===== src/sfr_consts.svh =====
// constants of the synchronous flash read interface
`ifndef SFR_CONSTS_SVH
`define SFR_CONSTS_SVH
`define SFR_DW 16
`define SFR_ROW_W 12
`define SFR_COL_W 8
`define SFR_BANKS 4
`define SFR_BLOCKS 16
`define SFR_WBUF_DEPTH 8
`define SFR_MR_BL_LSB 0
`define SFR_MR_BL_MSB 2
`define SFR_MR_BT_BIT 3
`define SFR_MR_LAT_LSB 4
`define SFR_MR_LAT_MSB 6
`define SFR_SEQ_SEL_BIT 10
`define SFR_BLK_ROW_MSB 11
`define SFR_BLK_ROW_LSB 10
`define SFR_BL_CODE_FULL 3'h7
`define SFR_BL_RST 3'h0
`define SFR_BT_RST 1'b0
`define SFR_LAT_RST 2'h3
`endif


===== src/sfr_pkg.sv =====
// types of the synchronous flash read interface
`include "sfr_consts.svh"
package sfr_pkg;
  typedef enum logic [2:0] {
    SFR_CMD_NOP, SFR_CMD_LMR, SFR_CMD_ACT, SFR_CMD_RD, SFR_CMD_WR, SFR_CMD_BST, SFR_CMD_PRE
  } sfr_cmd_t;
  typedef struct packed {
    logic cs_n;
    logic ras_n;
    logic cas_n;
    logic we_n;
    logic [1:0] ba;
    logic [`SFR_ROW_W-1:0] addr;
  } sfr_pins_t;
  typedef struct packed {
    logic rd;
    logic [1:0] bank;
    logic [`SFR_ROW_W-1:0] row;
    logic [`SFR_COL_W-1:0] col;
  } sfr_arr_req_t;
  typedef struct packed {
    logic sw_seq;
    logic [3:0] blk;
    logic [1:0] bank;
    logic [`SFR_ROW_W-1:0] row;
    logic [`SFR_COL_W-1:0] col;
    logic [`SFR_DW-1:0] data;
  } sfr_pgm_pkt_t;
  typedef struct packed {
    logic [2:0] bl;
    logic bt;
    logic [1:0] lat;
    logic [`SFR_BANKS-1:0] open;
    logic [`SFR_BANKS-1:0][`SFR_ROW_W-1:0] row;
    logic rd_act;
    logic [1:0] rd_bank;
    logic [`SFR_COL_W-1:0] rd_start;
    logic [`SFR_COL_W-1:0] rd_cnt;
    sfr_arr_req_t arr;
    logic [2:0] vp;
    logic [`SFR_DW-1:0] d1;
    logic [`SFR_DW-1:0] d2;
    logic [`SFR_DW-1:0] dq;
    logic dq_oe_n;
    logic wact;
    logic wdrain;
    logic wseq;
    logic [1:0] wbank;
    logic [`SFR_ROW_W-1:0] wrow;
    logic [`SFR_COL_W-1:0] wcol;
    logic [3:0] wcnt;
    logic [3:0] wlen;
    logic [3:0] widx;
    logic [`SFR_WBUF_DEPTH-1:0][`SFR_DW-1:0] wbuf;
    logic [1:0] fcnt;
    logic pvalid;
    sfr_pgm_pkt_t [1:0] q;
    logic lock_err;
  } sfr_state_t;
endpackage


===== src/sfr_top.sv =====
// synchronous flash read interface: command decode, read bursts, write buffer
// Operation
// - sample commands, address, data on rising edge
// - ACTIVE captures bank and row to open
// - bank is 4096 rows by 256 x16 columns
// - READ column starts burst, rest generated internally
// - read bursts 1/2/4/8/page, terminate ends early
// - write bursts collected in eight-word buffer
// - read latency one, two or three clocks
// - new READ column accepted every cycle during burst; WRITE ignored until buffer drains
// - read one bank while another programs
// - sixteen blocks, each lockable by hardware/software
// - program started by hardware or software sequence
// - clock gate low freezes reads and write capture, suspends burst; program drain keeps running
`timescale 1ns/100ps
`default_nettype none
`include "sfr_consts.svh"
module sfr_top (
  input wire logic clk_i,
  input wire logic reset_i,
  input wire logic cke_i,
  input wire sfr_pkg::sfr_pins_t pins_i,
  input wire logic [`SFR_DW-1:0] dq_i,
  output logic [`SFR_DW-1:0] dq_o,
  output logic dq_oe_n_o,
  input wire logic [`SFR_BANKS-1:0] bank_busy_i,
  input wire logic [`SFR_BLOCKS-1:0] hw_lock_i,
  input wire logic [`SFR_BLOCKS-1:0] sw_lock_i,
  output sfr_pkg::sfr_arr_req_t arr_req_o,
  input wire logic [`SFR_DW-1:0] arr_rdata_i,
  output logic pgm_valid_o,
  output sfr_pkg::sfr_pgm_pkt_t pgm_pkt_o,
  input wire logic pgm_ready_i,
  output logic wr_locked_o
);
  import sfr_pkg::*;

  //////////////////////////////////////////////////////////////////////////////
  function automatic sfr_cmd_t decode(input sfr_pins_t p);
    sfr_cmd_t c;
    c = SFR_CMD_NOP;
    if (!p.cs_n)
    begin
      unique case ({p.ras_n, p.cas_n, p.we_n})
        3'h0: c = SFR_CMD_LMR;
        3'h3: c = SFR_CMD_ACT;
        3'h5: c = SFR_CMD_RD;
        3'h4: c = SFR_CMD_WR;
        3'h6: c = SFR_CMD_BST;
        3'h2: c = SFR_CMD_PRE;
        default: c = SFR_CMD_NOP;
      endcase
    end
    return c;
  endfunction

  // column mask of the burst, all ones for a full page
  function automatic logic [`SFR_COL_W-1:0] burst_mask(input logic [2:0] bl);
    logic [`SFR_COL_W-1:0] m;
    m = 8'hff;
    unique case (bl)
      3'h0: m = 8'h00;
      3'h1: m = 8'h01;
      3'h2: m = 8'h03;
      3'h3: m = 8'h07;
      default: m = 8'hff;
    endcase
    return m;
  endfunction

  function automatic logic [`SFR_COL_W-1:0] next_col(input logic [`SFR_COL_W-1:0] start,
      input logic [`SFR_COL_W-1:0] cnt, input logic [2:0] bl, input logic bt);
    logic [`SFR_COL_W-1:0] m;
    logic [`SFR_COL_W-1:0] off;
    m = burst_mask(bl);
    off = (bt && bl != `SFR_BL_CODE_FULL) ? (start ^ cnt) : (start + cnt);
    return (start & ~m) | (off & m);
  endfunction

  //////////////////////////////////////////////////////////////////////////////
  logic [`SFR_BLOCKS-1:0] lock_vec;
  genvar g;
  generate
    for (g = 0; g < `SFR_BLOCKS; g = g + 1)
    begin : g_lock
      assign lock_vec[g] = hw_lock_i[g] | sw_lock_i[g];
    end
  endgenerate

  sfr_state_t s_reg;
  sfr_state_t s_next;
  sfr_cmd_t cmd;
  logic [1:0] ba;
  logic [`SFR_COL_W-1:0] col;
  logic [3:0] blk;
  logic act_go;
  logic rd_go;
  logic wr_free;
  logic wr_go;
  logic wr_lock;

  assign cmd = decode(pins_i);
  assign ba = pins_i.ba;
  assign col = pins_i.addr[`SFR_COL_W-1:0];
  assign blk = {ba, s_reg.row[ba][`SFR_BLK_ROW_MSB:`SFR_BLK_ROW_LSB]};
  assign act_go = cke_i && cmd == SFR_CMD_ACT && !bank_busy_i[ba];
  assign rd_go = cke_i && cmd == SFR_CMD_RD && s_reg.open[ba];
  assign wr_free = !s_reg.wact && !s_reg.wdrain;
  assign wr_lock = cke_i && cmd == SFR_CMD_WR && s_reg.open[ba] && wr_free && lock_vec[blk];
  assign wr_go = cke_i && cmd == SFR_CMD_WR && s_reg.open[ba] && wr_free && !lock_vec[blk];

  //////////////////////////////////////////////////////////////////////////////
  always_comb
  begin
    logic [`SFR_COL_W-1:0] c;
    logic [`SFR_COL_W-1:0] m;
    logic ov;
    logic [`SFR_DW-1:0] od;
    logic pop;
    logic push;
    logic [1:0] fc;
    sfr_pgm_pkt_t pk;
    c = '0;
    m = burst_mask(s_reg.bl);
    ov = 1'b0;
    od = s_reg.dq;
    fc = s_reg.fcnt;
    pk = '0;
    pop = 1'b0;
    push = 1'b0;
    s_next = s_reg;
    s_next.lock_err = 1'b0;
    if (cke_i)
    begin
      s_next.arr.rd = 1'b0;
      if (cmd == SFR_CMD_LMR)
      begin
        if (pins_i.addr[`SFR_MR_BL_MSB:`SFR_MR_BL_LSB] <= 3'h3
            || pins_i.addr[`SFR_MR_BL_MSB:`SFR_MR_BL_LSB] == `SFR_BL_CODE_FULL)
          s_next.bl = pins_i.addr[`SFR_MR_BL_MSB:`SFR_MR_BL_LSB];
        s_next.bt = pins_i.addr[`SFR_MR_BT_BIT];
        if (pins_i.addr[`SFR_MR_LAT_MSB:`SFR_MR_LAT_LSB] inside {3'h1, 3'h2, 3'h3})
          s_next.lat = pins_i.addr[`SFR_MR_LAT_LSB+1:`SFR_MR_LAT_LSB];
      end
      if (act_go)
      begin
        s_next.open[ba] = 1'b1;
        s_next.row[ba] = pins_i.addr;
      end
      if (cmd == SFR_CMD_PRE)
        s_next.open[ba] = 1'b0;
      // read burst address generation
      if (rd_go)
      begin
        s_next.rd_act = (m != 8'h00);
        s_next.rd_bank = ba;
        s_next.rd_start = col;
        s_next.rd_cnt = '0;
        s_next.arr = '{rd: 1'b1, bank: ba, row: s_reg.row[ba], col: col};
      end
      else if (cmd == SFR_CMD_BST || (cmd == SFR_CMD_PRE && ba == s_reg.rd_bank))
        s_next.rd_act = 1'b0;
      else if (s_reg.rd_act)
      begin
        c = s_reg.rd_cnt + 8'h01;
        s_next.rd_cnt = c;
        s_next.arr = '{rd: 1'b1, bank: s_reg.rd_bank, row: s_reg.row[s_reg.rd_bank],
                       col: next_col(s_reg.rd_start, c, s_reg.bl, s_reg.bt)};
        if (s_reg.bl != `SFR_BL_CODE_FULL && c == m)
          s_next.rd_act = 1'b0;
      end
      // latency pipeline
      s_next.vp = {s_reg.vp[1:0], s_next.arr.rd};
      s_next.d1 = arr_rdata_i;
      s_next.d2 = s_reg.d1;
      case (s_reg.lat)
        2'h1:
        begin
          ov = s_reg.vp[0];
          od = arr_rdata_i;
        end
        2'h2:
        begin
          ov = s_reg.vp[1];
          od = s_reg.d1;
        end
        default:
        begin
          ov = s_reg.vp[2];
          od = s_reg.d2;
        end
      endcase
      s_next.dq = ov ? od : s_reg.dq;
      s_next.dq_oe_n = !ov;
      // write burst capture
      if (wr_lock)
        s_next.lock_err = 1'b1;
      if (wr_go)
      begin
        s_next.wbuf[0] = dq_i;
        s_next.wcnt = 4'h1;
        s_next.wlen = (s_reg.bl == `SFR_BL_CODE_FULL) ? 4'h8 : 4'(m) + 4'h1;
        s_next.wact = (m != 8'h00);
        s_next.wdrain = (m == 8'h00);
        s_next.widx = '0;
        s_next.wbank = ba;
        s_next.wrow = s_reg.row[ba];
        s_next.wcol = col;
        s_next.wseq = pins_i.addr[`SFR_SEQ_SEL_BIT];
      end
      else if (s_reg.wact && cmd == SFR_CMD_BST)
      begin
        s_next.wact = 1'b0;
        s_next.wdrain = 1'b1;
        s_next.wlen = s_reg.wcnt;
      end
      else if (s_reg.wact)
      begin
        s_next.wbuf[s_reg.wcnt[2:0]] = dq_i;
        s_next.wcnt = s_reg.wcnt + 4'h1;
        if (s_reg.wcnt + 4'h1 == s_reg.wlen)
        begin
          s_next.wact = 1'b0;
          s_next.wdrain = 1'b1;
        end
      end
    end
    // drain into the two-entry buffer, runs even while clock gate is low
    pop = s_reg.pvalid && pgm_ready_i;
    push = s_reg.wdrain && (s_reg.fcnt != 2'h2 || pop);
    if (pop)
    begin
      s_next.q[0] = s_reg.q[1];
      fc = fc - 2'h1;
    end
    if (push)
    begin
      pk.sw_seq = !s_reg.wseq;
      pk.blk = {s_reg.wbank, s_reg.wrow[`SFR_BLK_ROW_MSB:`SFR_BLK_ROW_LSB]};
      pk.bank = s_reg.wbank;
      pk.row = s_reg.wrow;
      pk.col = s_reg.wcol + {4'h0, s_reg.widx};
      pk.data = s_reg.wbuf[s_reg.widx[2:0]];
      s_next.q[fc[0]] = pk;
      fc = fc + 2'h1;
      s_next.widx = s_reg.widx + 4'h1;
      if (s_reg.widx + 4'h1 == s_reg.wlen)
        s_next.wdrain = 1'b0;
    end
    s_next.fcnt = fc;
    s_next.pvalid = (fc != 2'h0);
  end

  always_ff @(posedge clk_i)
  begin
    if (reset_i)
    begin
      s_reg <= '0;
      s_reg.bl <= `SFR_BL_RST;
      s_reg.bt <= `SFR_BT_RST;
      s_reg.lat <= `SFR_LAT_RST;
      s_reg.dq_oe_n <= 1'b1;
    end
    else
      s_reg <= s_next;
  end

  assign dq_o = s_reg.dq;
  assign dq_oe_n_o = s_reg.dq_oe_n;
  assign arr_req_o = s_reg.arr;
  assign pgm_valid_o = s_reg.pvalid;
  assign pgm_pkt_o = s_reg.q[0];
  assign wr_locked_o = s_reg.lock_err;
endmodule
`default_nettype wire


===== config.mk =====
export PLATFORM = sky130hd
export DESIGN_NAME = sfr_top
export DESIGN_NICKNAME = d
export VERILOG_FILES = /design/src/sfr_pkg.sv /design/src/sfr_top.sv
export VERILOG_INCLUDE_DIRS = /design/src /design/src/src
export SDC_FILE = /design/constraint.sdc
export NUM_CORES = 1
export LEC_CHECK = 0
export ABC_AREA = 1
export BUFFER_PORTS_ARGS = -buffer_cell sky130_fd_sc_hd__buf_2
export CORE_MARGIN = 2
export CORE_UTILIZATION = 30
export CTS_CLUSTER_SIZE = 40
export DETAILED_ROUTE_END_ITERATION = 8
export GPL_ROUTABILITY_DRIVEN = 0
export SLEW_MARGIN = 20
export SYNTH_ARGS = -nofsm -noshare
export SYNTH_HDL_FRONTEND = slang
export SYNTH_SLANG_ARGS = --single-unit

===== constraint.sdc =====
create_clock -name clk_i -period 2.6 [get_ports clk_i]
set_input_delay 0.39 -clock clk_i [delete_from_list [all_inputs] [get_ports clk_i]]
set_output_delay 0.39 -clock clk_i [all_outputs]
set_load 0.02 [all_outputs]

Yosys cells after proc, flatten, opt, wreduce, memory -nomap -nowiden
Cells that the tools add are included.
Operators by class
  muxes and demuxes: 68
  reduce and logical (&&, ||, !) cells: 52
  eq/ne operators: 30
  bitwise logic cells: 27
  add/subtract/negate cells: 8
  order comparisons: 10
Operators by type and width (number)
  two-way mux 128 bit: 2
  two-way mux 164 bit: 1
  two-way mux 43 bit: 3
  bitwise mux 128 bit: 1
  two-way mux 112 bit: 1
  two-way mux 52 bit: 2
  two-way mux 31 bit: 3
  bitwise mux 86 bit: 1
  binary-select mux 12 bit (select 2 bit): 2
  binary-select mux 16 bit (select 3 bit): 1
  bitwise mux 48 bit: 1
  demux 16 bit (select 3 bit): 1
  two-way mux 16 bit: 3
  two-way mux 8 bit: 6
  demux 43 bit (select 1 bit): 1
  two-way mux 12 bit: 3
  case mux 16 bit (2 select lines): 1
  case mux 8 bit (4 select lines): 1
  two-way mux 4 bit: 7
  demux 12 bit (select 2 bit): 1
  == test 3 x 2 -> 1 bit, second input constant: 8
  == test 3 bit, second input constant: 8
  two-way mux 23 bit: 1
  logical AND 1 bit: 19
  other kinds (51): 117
Word-level totals
  word-level logic and storage cells: 248
  output and inout bits: 85
  bits in registers: 407
  input bits: 90

Longest topological paths before layout
  depth in word-level cells: 15
  gate-level depth with buffers: 19
  depth with buffers taken out: 17

Worst setup path after synthesis
OpenSTA, ideal clock, no wires.
  path kind: reg2reg
  from: register s_reg[219] (netlist name)
  to: register s_reg, in the netlist pgm_pkt_o[22]
  stages on the path, launching flop included: 10
  data required time: 2.484 ns
  arrival: 2.072 ns
  clock period less this slack: 2.188 ns
  path buffers: 2
  slack: 0.412 ns
  setup time: 0.116 ns
  cells stage by stage: dfxtp_1 clkbuf_1 inv_1 buf_1 fa_1 o21ai_0 nand3_1 xor2_1 o211ai_1 inv_1
On the way
  longest elaborated chain between the ends: 3
RTL lines
  from (decl): RTL line sfr_top.sv:90  | sfr_state_t s_reg;
  from (signal assigned): RTL line sfr_top.sv:265  | s_reg <= s_next;
  adder 8 x 4 -> 8 bit: RTL line sfr_top.sv:242  | pk.col = s_reg.wcol + {4'h0, s_reg.widx};
  bitwise mux 86 bit: RTL line sfr_top.sv:244  | s_next.q[fc[0]] = pk;
  two-way mux 43 bit: RTL line sfr_top.sv:236  | if (push)
Every way passes these cells.
A chain may end at the register's enable or synchronous reset.

Worst setup path after layout
  from: register s_reg[330] (netlist name)
  to: register s_reg, in the netlist arr_req_o[7]
On the way
  longest elaborated chain between the ends: 8
  elaborated cells on any way between the ends: 9
  classes of those cells: 2 x add/sub; 4 x mux; 3 x bitwise
RTL lines
  adder 8 x 1 -> 8 bit (*): RTL line sfr_top.sv:165  | c = s_reg.rd_cnt + 8'h01;
  adder 8 bit or bitwise XOR 8 bit (tied branches): RTL line sfr_top.sv:76  | off = (bt && bl != `SFR_BL_CODE_FULL) ? (start ^ cnt) : (start + cnt);
  two-way mux 8 bit (*): RTL line sfr_top.sv:76
  AND 8 bit (*): RTL line sfr_top.sv:77  | return (start & ~m) | (off & m);
  bitwise OR 8 bit (*): RTL line sfr_top.sv:77
  two-way mux 31 bit (*): RTL line sfr_top.sv:163  | else if (s_reg.rd_act)
  two-way mux 31 bit (*): RTL line sfr_top.sv:161  | else if (cmd == SFR_CMD_BST || (cmd == SFR_CMD_PRE && ba == s_reg.rd_bank))
  two-way mux 31 bit (*): RTL line sfr_top.sv:153  | if (rd_go)
Every way passes the cells marked *; elsewhere a longest branch is shown, timed or not. The select of a mux whose other input is x is not followed.

==> reports/results.ini <==
[timing]
min_period_ns = 2.35
tns_ns = 0
max_freq_ghz = 0.426
setup_viol = 0
finalClockSkew_ns = 0.0238
max_slew_margin_pct = 42.9
period_share_pct = 90.3
drv_slew = 0
rsz0062_at_grt = false
fin_ws_ns = 0.252
worst_slew_pin_slew_ns = 0.857
hold_violations = 0

[clock_tree]
cts-htree-levels = 2
numCtsBuffers = 44
cts.sinks = 402
cts_hold_buf = 0
cts_tree = built
clk_pin_slew_worst_paths_ns = 0.06
clk_path_buf_depth = 3
cts_root_buf = clkbuf_16
clkLatencyLatePin_ns = 0.60

[floorplanning]
dieArea_mm2 = 0.0644
io_pins = 175
coreArea_mm2 = 0.0617
start_util_pct = 30.3
fp.dieW_um = 254
dieHeight_um = 254
row_count = 91

[power_and_ir_drop]
powerDensity_mw_per_mm2 = 637
irDropWorstVdd_v = 0.000388
leakage_nw = 8.46

[worst_setup_path]
crit_slowest_cell = dfxtp_1
cp_top_family = simple AND/OR/NAND/NOR gates
cp-end-kind = flip-flop
worst_ep_required_time_ns = 3.07
crit_buf_inv = 1
cp-start-kind = flip-flop
slowest_delay_ns = 0.39
path_class = reg -> reg
cp.arrival_ns = 2.82
worst-path-max-fanout = 4
cp_cell_sequence = buf_4, ha_1, nand4_1, nor2_1, xor2_1, ha_1, a21oi_1, or2_2, nand2_1, nand3_1, nand2_1, o21ai_0, a31oi_1

[synth]
synth_top_area_share_pct = 43.0
synth_common_cells = a21oi_1, dfxtp_1, o21ai_0
synth_fp_nets = 2703
synth_flop_cell = dfxtp_1
synth_edf_count = 0
postSynthCellCount = 2592
yosysWarningCount = 0
ys_async_sr_fraction_pct = 0
ys_seq_elements = 402
synth.most_common_cell = a21oi_1
yosysSeqAreaShare_pct = 43.0
synth_top_area_cell = dfxtp_1
synth_area_leaders = dfxtp_1, a21oi_1, o21ai_0
netlist_area_mm2 = 0.0187
syn_avg_cell_area_um2 = 7.22
synth_cell_types = 44

[final_layout]
layout-drive-gt1-share_pct = 13.1
nFillCells = 6658
multi_input_area_mm2 = 0.00814
largest_register_ffs = 318
ff_latch_area_mm2 = 0.00805
final_nets = 2751
syn_to_final_growth_pct = 15.3
fin_cells = 3514

[grt]
grt_overflow_total = 0
grt_pass1_vias = 15300
antenna_found_initial = 10
grt_max_degree = 93
grt_pass1_wl_um = 84100
grt_use_total_pct = 16.2

[place]
dpl_worst_slack_ns = 0.0857
place_hpwl_um = 35700
dp.cells = 3431
io_buffer_count = 174

[drt]
drt-initial-drc-count = 1157
drc = 0
wl_per_cell_um = 15.1
firstDrtPassIters = 5
vias_per_cell = 4.80
ant_nets = 0
routed_wl_um = 53200
vias = 16900

[run]
cap_viol_max_count = 0

[status]
status = finished, final reports clean

[worst_hold_path]
hold_path_class = in -> reg

## per-layer routing
layer / up-vias / GRT usage [%] / routed length [um]
met1: 7655 / 22.1 / 25000
li1: 8704 / - / -
met3: 93 / 4.03 / 3720
met2: 394 / 24.8 / 23100
met4: 10 / 5.06 / 1210
met5: - / 1.08 / 70
## placed cells by master, fill, tap and decap left out, types with 18 or more instances in the layout
cell | netlist | final
a21oi_1 | 440 | 440
dfxtp_1 | 402 | 401
o21ai_0 | 392 | 391
nand2_1 | 324 | 323
inv_1 | 320 | 319
buf_2 | 5 | 173
nor2_1 | 139 | 137
buf_4 | 82 | 71
nand3_1 | 61 | 61
a31oi_1 | 44 | 44
clkbuf_16 | 0 | 44
o22ai_1 | 29 | 29
a221oi_1 | 25 | 25
nor3_1 | 21 | 21
a211oi_1 | 18 | 18
ha_1 | 19 | 18
## cells by family (layout without fill, tap and decap cells)
family	after synthesis	after routing	share of synthesized area, %
buffers and inverters	582	663	13.5
adder cells (fa/ha/maj)	21	21	1.48
AND/OR/NAND/NOR	574	574	12.6
XOR/XNOR	25	25	1.17
flip-flops	402	402	43.0
AO/OA/AOI/OAI	988	988	28.2
other	0	4	0
## final timing paths
check | startpoint | end | slack, ns | depth (start not counted)
max | s_reg[330]$_SDFFE_PP0P_ | arr_req_o[7]$_SDFFE_PP0P_ | 0.25 | 13
min | arr_rdata_i[14] | s_reg[302]$_SDFFE_PP0P_ | 0.06 | 3
max reg2reg | s_reg[330]$_SDFFE_PP0P_ | arr_req_o[7]$_SDFFE_PP0P_ | 0.25 | 13
min reg2reg | s_reg[252]$_SDFFE_PP0P_ | s_reg[86]$_SDFFE_PP0P_ | 0.42 | 1
## power by group
| part | switching [mW] | internal (mW) |
|---|---|---|
| combinational | 0.631 | 0.278 |
| sequential | 0.0561 | 6.26 |
| clock | 2.67 | 3.85 |
| total | 3.36 | 10.4 |
## final cells by class
class | count | share of cell area, %
Clock buffer | 67 | 5.78
Inverter | 331 | 5.80
Multi-Input combinational cell | 1608 | 37.7
Clock inverter | 12 | 1.13
Antenna cell | 4 | 0.0464
Tap cell | 837 | 4.86
Sequential cell | 402 | 37.3
Timing Repair Buffer | 253 | 7.32
## repair_timing
item / 4_1_cts / 5_1_grt
buffers inserted: 0 / 0
resized for setup: 0 / 2
setup endpoints to repair: 0 / 2
## per-stage QoR
stage	total power [mW]	utilization [%]	hold slack (ns)	cell area (um^2)
2_1_floorplan	7.02	-	0.410	18700
3_3_place_gp	7.36	32.5	0.421	20100
5_1_grt	14.3	34.9	0.0514	21600
6_report	13.7	34.9	0.0575	21600
4_1_cts	13.9	34.9	0.0272	21600
3_5_place_dp	7.36	32.5	0.419	20100
## worst reg2reg max path, cell delays in order (launching register included)
cell     delay (ns)
dfxtp_1        0.39
buf_4          0.14
ha_1           0.19
nand4_1        0.15
nor2_1         0.15
xor2_1         0.20
ha_1           0.28
a21oi_1        0.15
or2_2          0.12
nand2_1        0.07
nand3_1        0.08
nand2_1        0.05
o21ai_0        0.17
a31oi_1        0.09
Power figures use the tool's default switching activity.
